===== config.mk =====
export PLATFORM = sky130hd
export DESIGN_NAME = fast_counter_status_irq_setup
export DESIGN_NICKNAME = d
export VERILOG_FILES = /design/src/design/fast_counter_pkg.sv /design/src/design/fast_counter_status_irq_setup.sv /design/src/design/fast_counter_unit.sv
export SDC_FILE = /design/constraint.sdc
export NUM_CORES = 1
export LEC_CHECK = 0
export ABC_CLOCK_PERIOD_IN_PS = 7600
export BUFFER_PORTS_ARGS = -buffer_cell sky130_fd_sc_hd__buf_2
export CORE_MARGIN = 2
export CORE_UTILIZATION = 45
export DETAILED_ROUTE_END_ITERATION = 16
export GPL_ROUTABILITY_DRIVEN = 0
export PLACE_DENSITY_LB_ADDON = 0.15
export SYNTH_ARGS = -nofsm -noshare
export SYNTH_HDL_FRONTEND = slang
export SYNTH_SLANG_ARGS = --single-unit

===== constraint.sdc =====
create_clock -name pclk -period 7.6 [get_ports pclk]
set_clock_uncertainty 0.15 [all_clocks]
set_input_delay 0.76 -clock pclk [delete_from_list [all_inputs] [get_ports pclk]]
set_output_delay 0.76 -clock pclk [all_outputs]
set_load 0.02 [all_outputs]

===== src/design/fast_counter_pkg.sv =====
// Purpose: Shared constants of the fast counter status and set-up block
// Assumes: APB byte addresses, 32-bit data, one word per register
// Notes: Counter n occupies a 32-byte window at n * CNT_STRIDE
package fast_counter_pkg;
  // Counter window layout
  localparam int NUM_CNT = 3;
  localparam logic [6:0] CNT_STRIDE = 7'h20;
  localparam logic [4:0] OFF_CTRL = 5'h00;   // counter control byte
  localparam logic [4:0] OFF_NEW_CV = 5'h04; // new current value
  localparam logic [4:0] OFF_NEW_PV = 5'h08; // new preset value
  localparam logic [4:0] OFF_STATUS = 5'h0c; // status byte, read only
  localparam logic [4:0] OFF_CV = 5'h10;     // current value, read only
  localparam logic [4:0] OFF_DEF = 5'h14;    // mode definition command
  localparam logic [4:0] OFF_UPD = 5'h18;    // update command
  localparam logic [4:0] OFF_PV = 5'h1c;     // preset value, read only
  // Global registers
  localparam logic [6:0] ADR_IRQ_STATUS = 7'h60;
  localparam logic [6:0] ADR_IRQ_MASK = 7'h64;
  localparam logic [6:0] ADR_GIE = 7'h68;
  localparam logic [6:0] ADR_ERR = 7'h6c;
  localparam logic [6:0] ADR_LAST_EVT = 7'h70;
  // Control byte fields
  localparam int CB_RST_LOW = 0;
  localparam int CB_START_LOW = 1;
  localparam int CB_DIR = 3;
  localparam int CB_LD_DIR = 4;
  localparam int CB_LD_PV = 5;
  localparam int CB_LD_CV = 6;
  localparam int CB_ENABLE = 7;
  localparam logic [7:0] CTRL_RESET = 8'h00;
  localparam logic [7:0] CTRL_FULL_SETUP = 8'hf8;
  // Status byte fields
  localparam int SB_DIR = 5;
  localparam int SB_EQ = 6;
  localparam int SB_GT = 7;
  // Modes
  localparam logic [3:0] MODE_MAX = 4'h8;
  localparam logic [3:0] MODE_EXT_DIR = 4'h3;
  localparam logic [3:0] MODE_TWO_CLK = 4'h6;
  // Interrupt event numbers
  localparam logic [7:0] EVT_EQ = 8'h0d;
  localparam logic [7:0] EVT_DIR = 8'h0e;
  localparam logic [7:0] EVT_RST = 8'h0f;
  // Sticky status bit layout: three bits per counter
  localparam int IRQ_W = 9;
  localparam int IB_EQ = 0;
  localparam int IB_DIR = 1;
  localparam int IB_RST = 2;
  // Error codes
  localparam logic [1:0] ERR_TWICE = 2'h1;
  localparam logic [1:0] ERR_BAD_MODE = 2'h2;
endpackage : fast_counter_pkg


===== src/design/fast_counter_status_irq_setup.sv =====
// Purpose: Status, interrupt and set-up logic of three fast counters
// Assumes: APB slave on pclk; run_mode comes from logic on pclk
// Notes: Pins pass a three-stage filter before use
//
// Design decisions made here: the APB slave port and the register addresses.
`timescale 1ns/1ps
`default_nettype none
// How it works
// [RQ1] Status bit 5 shows the counting direction, 1 up, 0 down.
// [RQ2] Status bit 6 is 1 while current value equals preset.
// [RQ3] Status bit 7 is 1 when current exceeds preset; bits 0-4 zero.
// [RQ4] Software trusts status bytes only inside the interrupt routine.
// [RQ5] Counter zero raises only the equal-to-preset interrupt.
// [RQ6] Counters one and two: equal, reset, direction events, each maskable.
// [RQ7] Definition accepted once per run; a repeat flags error, keeps setup.
// [RQ8] Modes 0-2: internal direction; none, reset, reset plus start.
// [RQ9] Modes 3-5: external direction input; none, reset, reset plus start.
// [RQ10] Modes 6-8: separate up and down clocks; none, reset, both.
// [RQ11] Events are numbered 13 equal, 14 direction, 15 reset.
// [RQ12] Control value f8 enables, loads both values, counts up, active high.
// [RQ13] Order: control, define, values, attach events, enable, then update.
// [RQ14] Software initialises once from a first-scan subroutine.
// [RQ15] Update: bit3 direction, bits 4-6 load gates, bit7 enable.
// [RQ16] Reset clears and holds; inactive start holds count, ignores reset.
// [RQ17] Current and preset values are 32-bit signed, compared signed.
// [RQ18] Equal and direction events fire once on entry into the condition.
module fast_counter_status_irq_setup
  import fast_counter_pkg::*;
(
  input wire logic pclk,
  input wire logic presetn,
  input wire logic psel,
  input wire logic penable,
  input wire logic pwrite,
  input wire logic [31:0] paddr,
  input wire logic [31:0] pwdata,
  output logic [31:0] prdata,
  output logic pready,
  output logic pslverr,
  input wire logic run_mode,
  input wire logic [2:0] count_pin_a,
  input wire logic [2:0] count_pin_b,
  input wire logic [2:0] count_pin_reset,
  input wire logic [2:0] count_pin_start,
  output logic irq
);
  // Register state
  logic [7:0] ctrl [NUM_CNT];
  logic [31:0] new_cv [NUM_CNT];
  logic [31:0] new_pv [NUM_CNT];
  logic [3:0] mode [NUM_CNT];
  logic [NUM_CNT-1:0] defined;
  logic [NUM_CNT-1:0] rst_low;
  logic [NUM_CNT-1:0] start_low;
  logic [IRQ_W-1:0] irq_status;
  logic [IRQ_W-1:0] irq_mask;
  logic gie;
  logic [1:0] err_code;
  logic err_flag;
  logic [1:0] err_cnt;
  logic [7:0] last_evt;
  logic [1:0] last_evt_cnt;

  // Bus decode
  logic wr_en, rd_setup, hit;
  logic [1:0] sel_cnt;
  logic [4:0] sel_off;
  logic [NUM_CNT-1:0] upd_pulse;
  logic [NUM_CNT-1:0] def_pulse;

  // Filtered pins
  logic [11:0] pin_raw;
  logic [11:0] pin_s1, pin_s2, pin_s3, pin_lvl;

  // Counter outputs
  logic signed [31:0] cur [NUM_CNT];
  logic signed [31:0] pre [NUM_CNT];
  logic [NUM_CNT-1:0] dir_up, cnt_en, ev_eq, ev_dir, ev_rst;
  logic [7:0] status_byte [NUM_CNT];
  logic [IRQ_W-1:0] irq_set;

  // Counter index of an address inside the counter windows
  function automatic logic [1:0] cnt_of(input logic [31:0] a);
    cnt_of = a[6:5];
  endfunction : cnt_of

  // True when the address is a mapped register
  function automatic logic is_mapped(input logic [31:0] a);
    logic ok;
    ok = 1'b0;
    if (a[31:7] == 25'h0 && a[1:0] == 2'h0) begin
      if (a[6:5] < 2'(NUM_CNT)) begin
        ok = 1'b1;
      end else begin
        ok = (a[6:0] <= ADR_LAST_EVT);
      end
    end
    is_mapped = ok;
  endfunction : is_mapped

  // Address split into counter window and offset inside it
  assign sel_cnt = cnt_of(paddr);
  assign sel_off = paddr[4:0];
  assign hit = is_mapped(paddr);
  assign wr_en = psel && penable && pwrite && hit;
  assign rd_setup = psel && !penable && !pwrite;
  // Zero-wait slave; unmapped addresses answer with an error
  // Unmapped writes change nothing and reads of them give zero
  assign pready = 1'b1;
  assign pslverr = psel && penable && !hit;

  // Command pulses per counter
  // Update is a write whose data is not stored; definition keeps data bits 3:0 as the mode
  genvar gi;
  generate
    for (gi = 0; gi < NUM_CNT; gi++) begin : g_cmd
      assign upd_pulse[gi] = wr_en && sel_cnt == 2'(gi) && sel_off == OFF_UPD;
      assign def_pulse[gi] = wr_en && sel_cnt == 2'(gi) && sel_off == OFF_DEF;
    end
  endgenerate

  // Pin filter: three flops, a change counts when stages two and three agree
  // Stage one may be metastable, so nothing else reads it
  assign pin_raw = {count_pin_start, count_pin_reset, count_pin_b,
                    count_pin_a};
  always_ff @(posedge pclk or negedge presetn) begin
    if (!presetn) begin
      pin_s1 <= '0;
      pin_s2 <= '0;
      pin_s3 <= '0;
    end else begin
      pin_s1 <= pin_raw;
      pin_s2 <= pin_s1;
      pin_s3 <= pin_s2;
    end
  end

  // Level per pin, moved only by two agreeing samples
  generate
    for (gi = 0; gi < 12; gi++) begin : g_filt
      always_ff @(posedge pclk or negedge presetn) begin
        if (!presetn) begin
          pin_lvl[gi] <= 1'b0;
        end else if (pin_s2[gi] == pin_s3[gi]) begin
          pin_lvl[gi] <= pin_s3[gi];
        end
      end
    end
  endgenerate

  // Software-written control bytes and holding words
  // Holding words act only at the next update command
  always_ff @(posedge pclk or negedge presetn) begin
    if (!presetn) begin
      for (int i = 0; i < NUM_CNT; i++) begin
        ctrl[i] <= CTRL_RESET;
        new_cv[i] <= '0;
        new_pv[i] <= '0;
      end
    end else if (wr_en && sel_cnt < 2'(NUM_CNT)) begin
      unique case (sel_off)
        OFF_CTRL: ctrl[sel_cnt] <= pwdata[7:0];
        OFF_NEW_CV: new_cv[sel_cnt] <= pwdata;
        OFF_NEW_PV: new_pv[sel_cnt] <= pwdata;
        default: ;
      endcase
    end
  end

  // Mode definition: once per counter while in run mode
  // Reset and start polarity are latched here only
  // Counter zero has no polarity bits, its pins stay active high
  always_ff @(posedge pclk or negedge presetn) begin
    if (!presetn) begin
      defined <= '0;
      rst_low <= '0;
      start_low <= '0;
      for (int i = 0; i < NUM_CNT; i++) begin
        mode[i] <= '0;
      end
    end else if (!run_mode) begin
      defined <= '0; // Stop frees every counter for a new definition
    end else begin
      for (int i = 0; i < NUM_CNT; i++) begin
        if (def_pulse[i] && !defined[i] && pwdata[3:0] <= MODE_MAX
            && pwdata[31:4] == 28'h0) begin
          defined[i] <= 1'b1; // RQ7
          mode[i] <= pwdata[3:0]; // RQ8 RQ9 RQ10
          rst_low[i] <= (i != 0) && ctrl[i][CB_RST_LOW];
          start_low[i] <= (i != 0) && ctrl[i][CB_START_LOW];
        end
      end
    end
  end

  // Run-time error: repeated or illegal definition, setup left as it was
  // A new error beats a clear of the flag in the same cycle
  always_ff @(posedge pclk or negedge presetn) begin
    if (!presetn) begin
      err_flag <= 1'b0;
      err_code <= '0;
      err_cnt <= '0;
    end else if (|def_pulse && run_mode
                 && defined[sel_cnt]) begin
      err_flag <= 1'b1; // RQ7
      err_code <= ERR_TWICE;
      err_cnt <= sel_cnt;
    end else if (|def_pulse && run_mode
                 && (pwdata[3:0] > MODE_MAX || pwdata[31:4] != 28'h0)) begin
      err_flag <= 1'b1;
      err_code <= ERR_BAD_MODE;
      err_cnt <= sel_cnt;
    end else if (wr_en && paddr[6:0] == ADR_ERR && pwdata[0]) begin
      err_flag <= 1'b0;
    end
  end

  // The counters
  // Reset and start reach each counter already active high
  generate
    for (gi = 0; gi < NUM_CNT; gi++) begin : g_cnt
      fast_counter_unit u_cnt (
        .pclk(pclk),
        .presetn(presetn),
        .defined(defined[gi]),
        .mode(mode[gi]),
        .upd(upd_pulse[gi] && run_mode),
        .ctrl(ctrl[gi]),
        .new_cv(new_cv[gi]),
        .new_pv(new_pv[gi]),
        .pin_a(pin_lvl[gi]),
        .pin_b(pin_lvl[3 + gi]),
        .pin_rst(pin_lvl[6 + gi] ^ rst_low[gi]),
        .pin_start(pin_lvl[9 + gi] ^ start_low[gi]),
        .current_value(cur[gi]),
        .preset_value(pre[gi]),
        .dir_up(dir_up[gi]),
        .enabled(cnt_en[gi]),
        .ev_eq(ev_eq[gi]),
        .ev_dir(ev_dir[gi]),
        .ev_rst(ev_rst[gi])
      );
      // Status byte: direction, equal, greater, low bits unused
      // Greater and equal use the signed values
      assign status_byte[gi] = {cur[gi] > pre[gi], // RQ3 RQ17
                                cur[gi] == pre[gi], // RQ2
                                dir_up[gi], // RQ1
                                5'h00}; // RQ3
      // Counter zero has the equal event only
      assign irq_set[3*gi + IB_EQ] = ev_eq[gi]; // RQ5 RQ6
      assign irq_set[3*gi + IB_DIR] = (gi != 0) && ev_dir[gi]; // RQ5 RQ6
      assign irq_set[3*gi + IB_RST] = (gi != 0) && ev_rst[gi]; // RQ5 RQ6
    end
  endgenerate

  // Sticky interrupt status, write one to clear, a new event wins
  // so an event in the cycle of its own clear is never lost
  always_ff @(posedge pclk or negedge presetn) begin
    if (!presetn) begin
      irq_status <= '0;
    end else if (wr_en && paddr[6:0] == ADR_IRQ_STATUS) begin
      irq_status <= (irq_status & ~pwdata[IRQ_W-1:0]) | irq_set;
    end else begin
      irq_status <= irq_status | irq_set;
    end
  end

  // Mask and global enable
  // Mask bits line up with the sticky status bits
  always_ff @(posedge pclk or negedge presetn) begin
    if (!presetn) begin
      irq_mask <= '0;
      gie <= 1'b0;
    end else if (wr_en) begin
      if (paddr[6:0] == ADR_IRQ_MASK) begin
        irq_mask <= pwdata[IRQ_W-1:0]; // RQ6
      end
      if (paddr[6:0] == ADR_GIE) begin
        gie <= pwdata[0];
      end
    end
  end

  // Number of the latest event, lowest counter first
  // The loop runs downward, so counter zero is written last
  always_ff @(posedge pclk or negedge presetn) begin
    if (!presetn) begin
      last_evt <= '0;
      last_evt_cnt <= '0;
    end else begin
      for (int i = NUM_CNT - 1; i >= 0; i--) begin
        if (irq_set[3*i + IB_EQ]) begin
          last_evt <= EVT_EQ; // RQ11
          last_evt_cnt <= 2'(i);
        end else if (irq_set[3*i + IB_DIR]) begin
          last_evt <= EVT_DIR; // RQ11
          last_evt_cnt <= 2'(i);
        end else if (irq_set[3*i + IB_RST]) begin
          last_evt <= EVT_RST; // RQ11
          last_evt_cnt <= 2'(i);
        end
      end
    end
  end

  // Level interrupt: an unmasked sticky bit while globally enabled
  logic [IRQ_W-1:0] pending;
  assign pending = irq_status & irq_mask; // RQ6
  assign irq = gie && |pending;

  // Read data captured in the setup phase, shown in the access phase
  // Taken from a register, so prdata stands for the whole access
  always_ff @(posedge pclk or negedge presetn) begin
    if (!presetn) begin
      prdata <= '0;
    end else if (rd_setup) begin
      prdata <= '0;
      if (!hit) begin
        prdata <= '0;
      end else if (sel_cnt < 2'(NUM_CNT)) begin
        unique case (sel_off)
          OFF_CTRL: prdata <= {24'h0, ctrl[sel_cnt]};
          OFF_NEW_CV: prdata <= new_cv[sel_cnt];
          OFF_NEW_PV: prdata <= new_pv[sel_cnt];
          OFF_STATUS: prdata <= {24'h0, status_byte[sel_cnt]};
          OFF_CV: prdata <= cur[sel_cnt];
          OFF_DEF: prdata <= {26'h0, cnt_en[sel_cnt], defined[sel_cnt],
                              mode[sel_cnt]};
          OFF_PV: prdata <= pre[sel_cnt];
          default: prdata <= '0;
        endcase
      end else begin
        unique case (paddr[6:0])
          ADR_IRQ_STATUS: prdata <= {23'h0, irq_status};
          ADR_IRQ_MASK: prdata <= {23'h0, irq_mask};
          ADR_GIE: prdata <= {31'h0, gie};
          ADR_ERR: prdata <= {27'h0, err_cnt, err_code, err_flag};
          ADR_LAST_EVT: prdata <= {22'h0, last_evt_cnt, last_evt};
          default: prdata <= '0;
        endcase
      end
    end
  end
endmodule : fast_counter_status_irq_setup
`default_nettype wire


===== src/design/fast_counter_unit.sv =====
// Purpose: One fast counter: current and preset values, direction, events
// Assumes: Filtered, polarity-corrected pin levels on pclk
// Notes: Events are one-cycle pulses
`timescale 1ns/1ps
`default_nettype none
module fast_counter_unit
  import fast_counter_pkg::*;
(
  input wire logic pclk,
  input wire logic presetn,
  input wire logic defined,
  input wire logic [3:0] mode,
  input wire logic upd,
  input wire logic [7:0] ctrl,
  input wire logic [31:0] new_cv,
  input wire logic [31:0] new_pv,
  input wire logic pin_a,
  input wire logic pin_b,
  input wire logic pin_rst,
  input wire logic pin_start,
  output logic signed [31:0] current_value,
  output logic signed [31:0] preset_value,
  output logic dir_up,
  output logic enabled,
  output logic ev_eq,
  output logic ev_dir,
  output logic ev_rst
);
  logic a_q, b_q, rst_eff_q, eq_q, dir_q;
  logic a_rise, b_rise, use_rst, use_start, rst_eff, gated, cnt_up, cnt_dn;
  logic [1:0] sub;
  logic eq_now;

  // Mode decode: low digit of mode selects reset and start use
  always_comb begin
    sub = 2'(mode % 4'h3);
    use_rst = defined && (sub != 2'h0); // RQ8 RQ9 RQ10
    use_start = defined && (sub == 2'h2);
    gated = use_start && !pin_start;
    rst_eff = use_rst && pin_rst && !gated; // RQ16
    a_rise = pin_a && !a_q;
    b_rise = pin_b && !b_q;
    cnt_up = 1'b0;
    cnt_dn = 1'b0;
    if (enabled && defined && !gated && !rst_eff) begin
      if (mode >= MODE_TWO_CLK) begin
        cnt_up = a_rise; // RQ10
        cnt_dn = b_rise;
      end else begin
        cnt_up = a_rise && dir_up; // RQ8 RQ9
        cnt_dn = a_rise && !dir_up;
      end
    end
  end

  // Edge history
  always_ff @(posedge pclk or negedge presetn) begin
    if (!presetn) begin
      a_q <= 1'b0;
      b_q <= 1'b0;
      rst_eff_q <= 1'b0;
    end else begin
      a_q <= pin_a;
      b_q <= pin_b;
      rst_eff_q <= rst_eff;
    end
  end

  // Current value: update load, external reset, counting
  always_ff @(posedge pclk or negedge presetn) begin
    if (!presetn) begin
      current_value <= '0;
    end else if (upd && ctrl[CB_LD_CV]) begin
      current_value <= new_cv; // RQ15
    end else if (rst_eff) begin
      current_value <= '0; // RQ16
    end else if (cnt_up) begin
      current_value <= current_value + 32'sh1;
    end else if (cnt_dn) begin
      current_value <= current_value - 32'sh1;
    end
  end

  // Preset value and enable
  always_ff @(posedge pclk or negedge presetn) begin
    if (!presetn) begin
      preset_value <= '0;
      enabled <= 1'b0;
    end else begin
      if (upd && ctrl[CB_LD_PV]) begin
        preset_value <= new_pv; // RQ15
      end
      if (!defined) begin
        enabled <= 1'b0;
      end else if (upd) begin
        enabled <= ctrl[CB_ENABLE]; // RQ12 RQ15
      end
    end
  end

  // Direction: internal control, external level, or last clock seen
  always_ff @(posedge pclk or negedge presetn) begin
    if (!presetn) begin
      dir_up <= 1'b1;
    end else if (upd && ctrl[CB_LD_DIR]) begin
      dir_up <= ctrl[CB_DIR]; // RQ15
    end else if (defined && mode >= MODE_EXT_DIR && mode < MODE_TWO_CLK) begin
      dir_up <= pin_b; // RQ9
    end else if (cnt_up) begin
      dir_up <= 1'b1;
    end else if (cnt_dn) begin
      dir_up <= 1'b0;
    end
  end

  // Event edges: raised once per entry into the condition
  assign eq_now = (current_value == preset_value);
  always_ff @(posedge pclk or negedge presetn) begin
    if (!presetn) begin
      eq_q <= 1'b0;
      dir_q <= 1'b1;
    end else begin
      eq_q <= eq_now;
      dir_q <= dir_up;
    end
  end

  assign ev_eq = enabled && eq_now && !eq_q; // RQ18
  assign ev_dir = enabled && (dir_up != dir_q); // RQ18
  assign ev_rst = rst_eff && !rst_eff_q;
endmodule : fast_counter_unit
`default_nettype wire


==> results of run 1 <==
## power breakdown
| part | switching, mW | internal [mW] | leakage, nW |
|---|---|---|---|
| Clock | 1.37 | 1.93 | 1.11 |
| Sequential | 0.0112 | 2.98 | 7.38 |
| Combinational | 0.197 | 0.0580 | 8.59 |
| Total | 1.57 | 4.97 | 17.1 |
## state kept, by name, summed over array words and instances, names as in the netlist, 12 cells and up
name                       cells
ctrl                          24
g_cnt.u_cnt.current_value     96
g_cnt.u_cnt.preset_value      96
mode                          12
new_cv                        96
new_pv                        96
pin_lvl                       12
pin_s1                        12
pin_s2                        12
pin_s3                        12
prdata                        32
## critical path, cell delays in order, from the launching register on
cell and delay (ps):
dfrtp_1 430, nor2b_1 190, ha_1 210, inv_1 60, ha_1 220, or2_2 300, o21ai_0 150, ha_1 230
a21oi_2 50, mux2i_1 180, nand3_2 360, inv_2 340, a2111o_1 860, buf_4 380, ha_1 330, a21o_1 190
a21o_1 170, a21oi_1 170, o21ai_0 140, o21ai_0 240, nand2_1 110, o41ai_1 780, mux2i_1 340, a211o_1 160
nand3_1 70
## final cells by class
type                    count  area, um2  area share
clock inverters            27        345     0.00940
clock buffers              93       1890      0.0516
well taps                 959       1200      0.0327
multi-input cells        2425      17900       0.488
flip-flops and latches    555      13900       0.378
inverters                 143        537      0.0146
repair buffers            158        945      0.0257
## layer usage
metal  track usage  vias to the layer above  routed length (um)
met5             0                        -                  29
met3        0.0500                      312                6810
met1         0.401                    13600               48200
met4         0.160                        4                6770
met2         0.476                      995               51600
li1              -                    12100                   -
## Yosys cell counts (all sizes together) (40+ instances only)
cell type,count,area [um2]
dfrtp,550,13800
mux2,340,3830
nand2,339,1270
o21ai,267,1340
a21oi,227,1140
ha,202,2530
mux2i,173,1730
nor2,154,578
inv,143,537
clkbuf,99,372
a21o,93,698
buf,54,226
xnor2,51,447
nand3,43,220
nor3,40,205
## how the worst max path moves through the flow
stage / startpoint / to / slack (ps) / cells after the start
after floorplan: mode[11] / g_cnt[0].u_cnt.current_value[25] / 1980 / 22
after global placement: mode[7] / g_cnt[1].u_cnt.current_value[31] / 1140 / 24
after detailed placement: mode[3] / g_cnt[2].u_cnt.current_value[30] / 860 / 23
after CTS: mode[6] / g_cnt[1].u_cnt.current_value[31] / 760 / 24
after global routing: mode[3] / g_cnt[2].u_cnt.current_value[30] / 150 / 23
final: mode[6] / g_cnt[1].u_cnt.current_value[31] / 620 / 24
## per-stage QoR
stage / utilization / total power [mW] / instance area (um2) / setup WS (ps) / cells
detailed placement: 0.475 / 3.30 / 34500 / 859 / 4240
finish: 0.506 / 6.54 / 36700 / 618 / 4360
CTS: 0.506 / 6.59 / 36700 / 757 / 4360
global placement: 0.475 / 3.29 / 34500 / 1140 / 4240
global route: 0.506 / 6.73 / 36700 / 152 / 4360
floorplan: - / 3.13 / 32800 / 1980 / 3276
## cell families (layout without fill, tap and decap cells)
family                     Yosys count  count (layout)  synth area share
buffers and inverters              296             421            0.0345
other                                1               1          0.000114
AOI/OAI and AO/OA                  863             863             0.165
xor gates and xnor gates            73              73            0.0195
adders and majority gates          217             217            0.0824
and+or+nand+nor                    758             758             0.106
muxes                              513             513             0.169
DFF                                555             555             0.423
==> results.cfg, run 1 <==
[outcome]
status = finished clean

[synthesis]
synthesis.nets = 3563
synth_flop_cell = dfrtp_1
async_flop_share = 1.00
ys_seq_area_frac = 0.423
ys_ff_latch = 555
avgSynthCellArea_um2 = 10.0
ys_types = 91
syn_inst = 3276
synth-edff-count = 0
synthesis.area_mm2 = 0.0328
synth_warnings = 0

[route]
drc_errors = 0
vias = 27000
routedWlPerCell_um = 26.0
first_pass_iters = 5
routed_wl_um = 113000
ant_nets = 0
routed_via_density = 6.20
first_iter_violations = 2279

[die]
dieWidth_um = 274
dieHeight_um = 274
core-area_mm2 = 0.0726
initial_core_util = 0.453
rows = 99
ioPinCount = 117
dieArea_mm2 = 0.0752

[global_routing]
grt_pass1_wl_um = 172000
grt_usage = 0.303
grt_max_degree = 141
globalRoute.totalOverflow = 0
grt_pass1_vias = 27100
antenna_found_initial = 3

[cells_and_area]
final_common_cell = dfrtp_1
nFillCells = 6764
diodes = 0
layout_common_cells = 550 x dfrtp_1, 340 x mux2_2, 329 x nand2_1, 241 x o21ai_0, 226 x a21oi_1
syn_to_final_growth_pct = 11.8
final_nets = 3637
layout-drive-gt1-share = 0.191

[worst_setup_path]
critPathCaptureType = flop
cp_max_fo = 24
reg2reg_to = g_cnt[1].u_cnt.current_value[31]
crit_type = flop to flop
r2r_cells = 24
rrSetupSlack_ps = 620
reg2reg_from = mode[6]
cp.required_ps = 7950
cp.arrival_ps = 7330
worst_setup_path_start_kind = flop

[clock_tree]
insertion_delay_ps = 640
htreeDepth = 3
cts_buffer_depth = 3
cts_made_buffers = 67
cts_root_buf = clkbuf_16
postCtsSetupBuffers = 0
postCtsHoldBufs = 0
clk_pin_slew_ps = 60
numClockSinks = 555
tritoncts = yes
post_cts_resized = 0

[job]
cap_violations = 0

[place]
place_hpwl_um = 79700
port_buffers = 115

[pwr]
power_density_mw_per_mm2 = 178
ir_drop_uv = 179
leakagePower_nw = 17.1

[sta]
finalSetupTns_ps = 0
grt_setup_unrepaired = false
fin_crit_sh = 0.919
hold_viol_final = 0
drv_slew = 0
worstMarginPinSlew_ps = 1290
whs_ps = 35.6
period_needed_ps = 6980
max_freq_ghz = 0.143
relSlewSlack = 0.138
setup_viol = 0

[min_path]
hold_path.class = input port to async pin
No activity file was read; power rests on OpenSTA's default activity.
==> inputs of run 2 (changes only) <==
ABC_AREA = 1   (was unset)
CAP_MARGIN = 10   (was unset)
CORE_ASPECT_RATIO = 1.1   (was unset)
==> run 2 against run 1 <==
  * Sequential power about the same
  * Synthesized area grew 2.2%
  * Flip-flop and latch count unchanged
  * Critical endpoint is now g_cnt[2].u_cnt.current_value[30]
  * Largest cell class unchanged
==> results.cfg, run 2 <==
[global_routing]
grt_pass1_vias = 30300
grt_pass1_wl_um = 190000
grtUsageMet1 = 0.414
grtUsageMet3 = 0.0462
globalRoute.totalOverflow = 0
antenna_found_initial = 2
busiest_layer = met2
grt_max_degree = 160
grt_util_met2 = 0.520
grt_usage = 0.328

[cells_and_area]
final_nets = 4725
layout-drive-gt1-share = 0.0729
postLayoutCellArea_mm2 = 0.0372
final_common_cell = nand2_1
syn_to_final_growth_pct = 10.8
layout_common_cells = 1061 x nand2_1, 550 x dfrtp_1, 542 x inv_1, 531 x o21ai_0, 315 x nor2_1
final_util = 0.501

[clock_tree]
insertion_delay_ps = 630
cts_buffer_depth = 3
htreeDepth = 3
clk_pin_slew_ps = 60
postCtsSetupBuffers = 0
tritoncts = yes
numClockSinks = 555
cts_made_buffers = 67
cts_root_buf = clkbuf_16

[worst_setup_path]
worst_setup_path_start_kind = flop
cpMostUsedCell = nand2_1
cp.required_ps = 7970
cpMaxStageDelayCell = o21ai_0
cp_max_fo = 34
critPathCaptureType = flop
critPathMaxStageDelay_ps = 540
cp.arrival_ps = 5900
r2r_cells = 31
crit_type = flop to flop

[route]
first_pass_iters = 6
ant_nets = 0
routed_wl_um = 127000
vias = 31700
routedWlPerCell_um = 23.2
drc_errors = 0
first_iter_violations = 3354
routed_via_density = 5.82

[die]
dieArea_mm2 = 0.0768
ioPinCount = 117
core-area_mm2 = 0.0742
initial_core_util = 0.452
rows = 105
dieHeight_um = 290
dieWidth_um = 264

[synthesis]
ys_ff_latch = 555
avgSynthCellArea_um2 = 7.64
async_flop_share = 1.00
synthTopCellsByCount = 1071 x nand2_1, 550 x dfrtp_1, 542 x inv_1
synth_warnings = 0
ys_seq_area_frac = 0.414
syn_inst = 4392
synth_most_common_cell = nand2_1
synth_top_cell_area_share = 0.410
synthesis.area_mm2 = 0.0336
synth-edff-count = 0
synthTopCellsByArea = dfrtp_1 41%, nand2_1 12%, o21ai_0 7.9%
synthesis.nets = 4679
synth_flop_cell = dfrtp_1
yosys.area.top_type = dfrtp_1
ys_types = 61

[sta]
drv_slew = 0
setup_viol = 0
period_needed_ps = 5530
worst_slack_ps = 2070
fin_crit_sh = 0.728
relSlewSlack = 0.233
finalSetupTns_ps = 0
max_freq_ghz = 0.181
hold_viol_final = 0
grt_setup_unrepaired = false
worstMarginPinSlew_ps = 1150

[min_path]
min_path_cells = 1
hold_path.class = input port to flop

[pwr]
ir_drop_uv = 199
leakagePower_nw = 18.4
design_power_total_mw = 6.53
power_density_mw_per_mm2 = 176

[place]
place_area_mm2 = 0.0350
port_buffers = 115
place_hpwl_um = 91700
dpl_worst_slack_ps = 2240

[job]
cap_violations = 0

[outcome]
status = finished clean
[run 2: cell count changes after synthesis, sizes merged, moves of 29 or more]
cell    before   now
a21o        93    19
a31oi       18    64
clkbuf      99   128
inv        143   551
mux2       340    21
mux2i      173     0
nand2      339  1078
nand3       43   195
nor2       154   326
o21ai      267   537
o221ai       4    50
o22ai       28    89
[run 2: area by class of cell]
cell class,instances,area (um2)
Inverter,553,2080
Sequential cell,555,13900
Multi-Input combinational cell,3114,16900
Fill cell,7337,37100
Clock buffer,100,1970
Clock inverter,17,236
Antenna cell,1,2.50
Timing Repair Buffer,147,866
Tap cell,963,1200
[run 2: repair_timing]
item / 4_1_cts / 5_1_grt
hold buffers: 1 / 0
gates resized for setup: 0 / 0
endpoints found under the hold margin: 40 / 0
setup endpoints to repair: 0 / 0
[run 2: power by group]
part / total, mW / switching (mW) / internal [mW]
clock network: 3.29 / 1.35 / 1.94
logic: 0.255 / 0.209 / 0.0453
registers: 2.99 / 0.0111 / 2.97
[run 2: logic make-up after synthesis]
kind of cell,synth area share
flops,0.414
mux,0.00705
buf+inv,0.0834
simple gates,0.212
other cells,0.000112
xor+xnor,0.0146
fa+ha+maj,0.0807
compound gates,0.188
[run 2: path summary, 6_finish.rpt]
check | slack (ps) | startpoint | endpoint
worst max-delay path | 2070 | mode[2] | g_cnt[2].u_cnt.current_value[30]
worst min-delay path | 90 | count_pin_start[2] | pin_s1[11]
worst max register to register | 2070 | mode[2] | g_cnt[2].u_cnt.current_value[30]
worst min register to register | 190 | pin_s1[10] | pin_s2[10]
max in group asynchronous | 5430 | presetn | irq_mask[5]
min in group asynchronous | 500 | presetn | new_cv[55]
[run 2: metrics by stage]
stage,hold slack [ps],std cells
after floorplan,181,4392
after global placement,184,5331
after detailed placement,187,5331
after CTS,66.9,5449
after global routing,73.6,5449
final,88.4,5450
[run 2: per-layer routing]
layer,routed length (um),up-vias
met5,11,-
met4,10200,2
met3,8680,418
met2,57000,1448
met1,50600,15000
li1,-,14800
[run 2: critical path: cells and delay by family (launching register included)]
kind | cells | cell delay [ps]
AO/OA/AOI/OAI | 5 | 1540
adder cells (fa/ha/maj) | 4 | 980
buffers and inverters | 6 | 780
flip-flops | 1 | 390
AND/OR/NAND/NOR | 16 | 1550
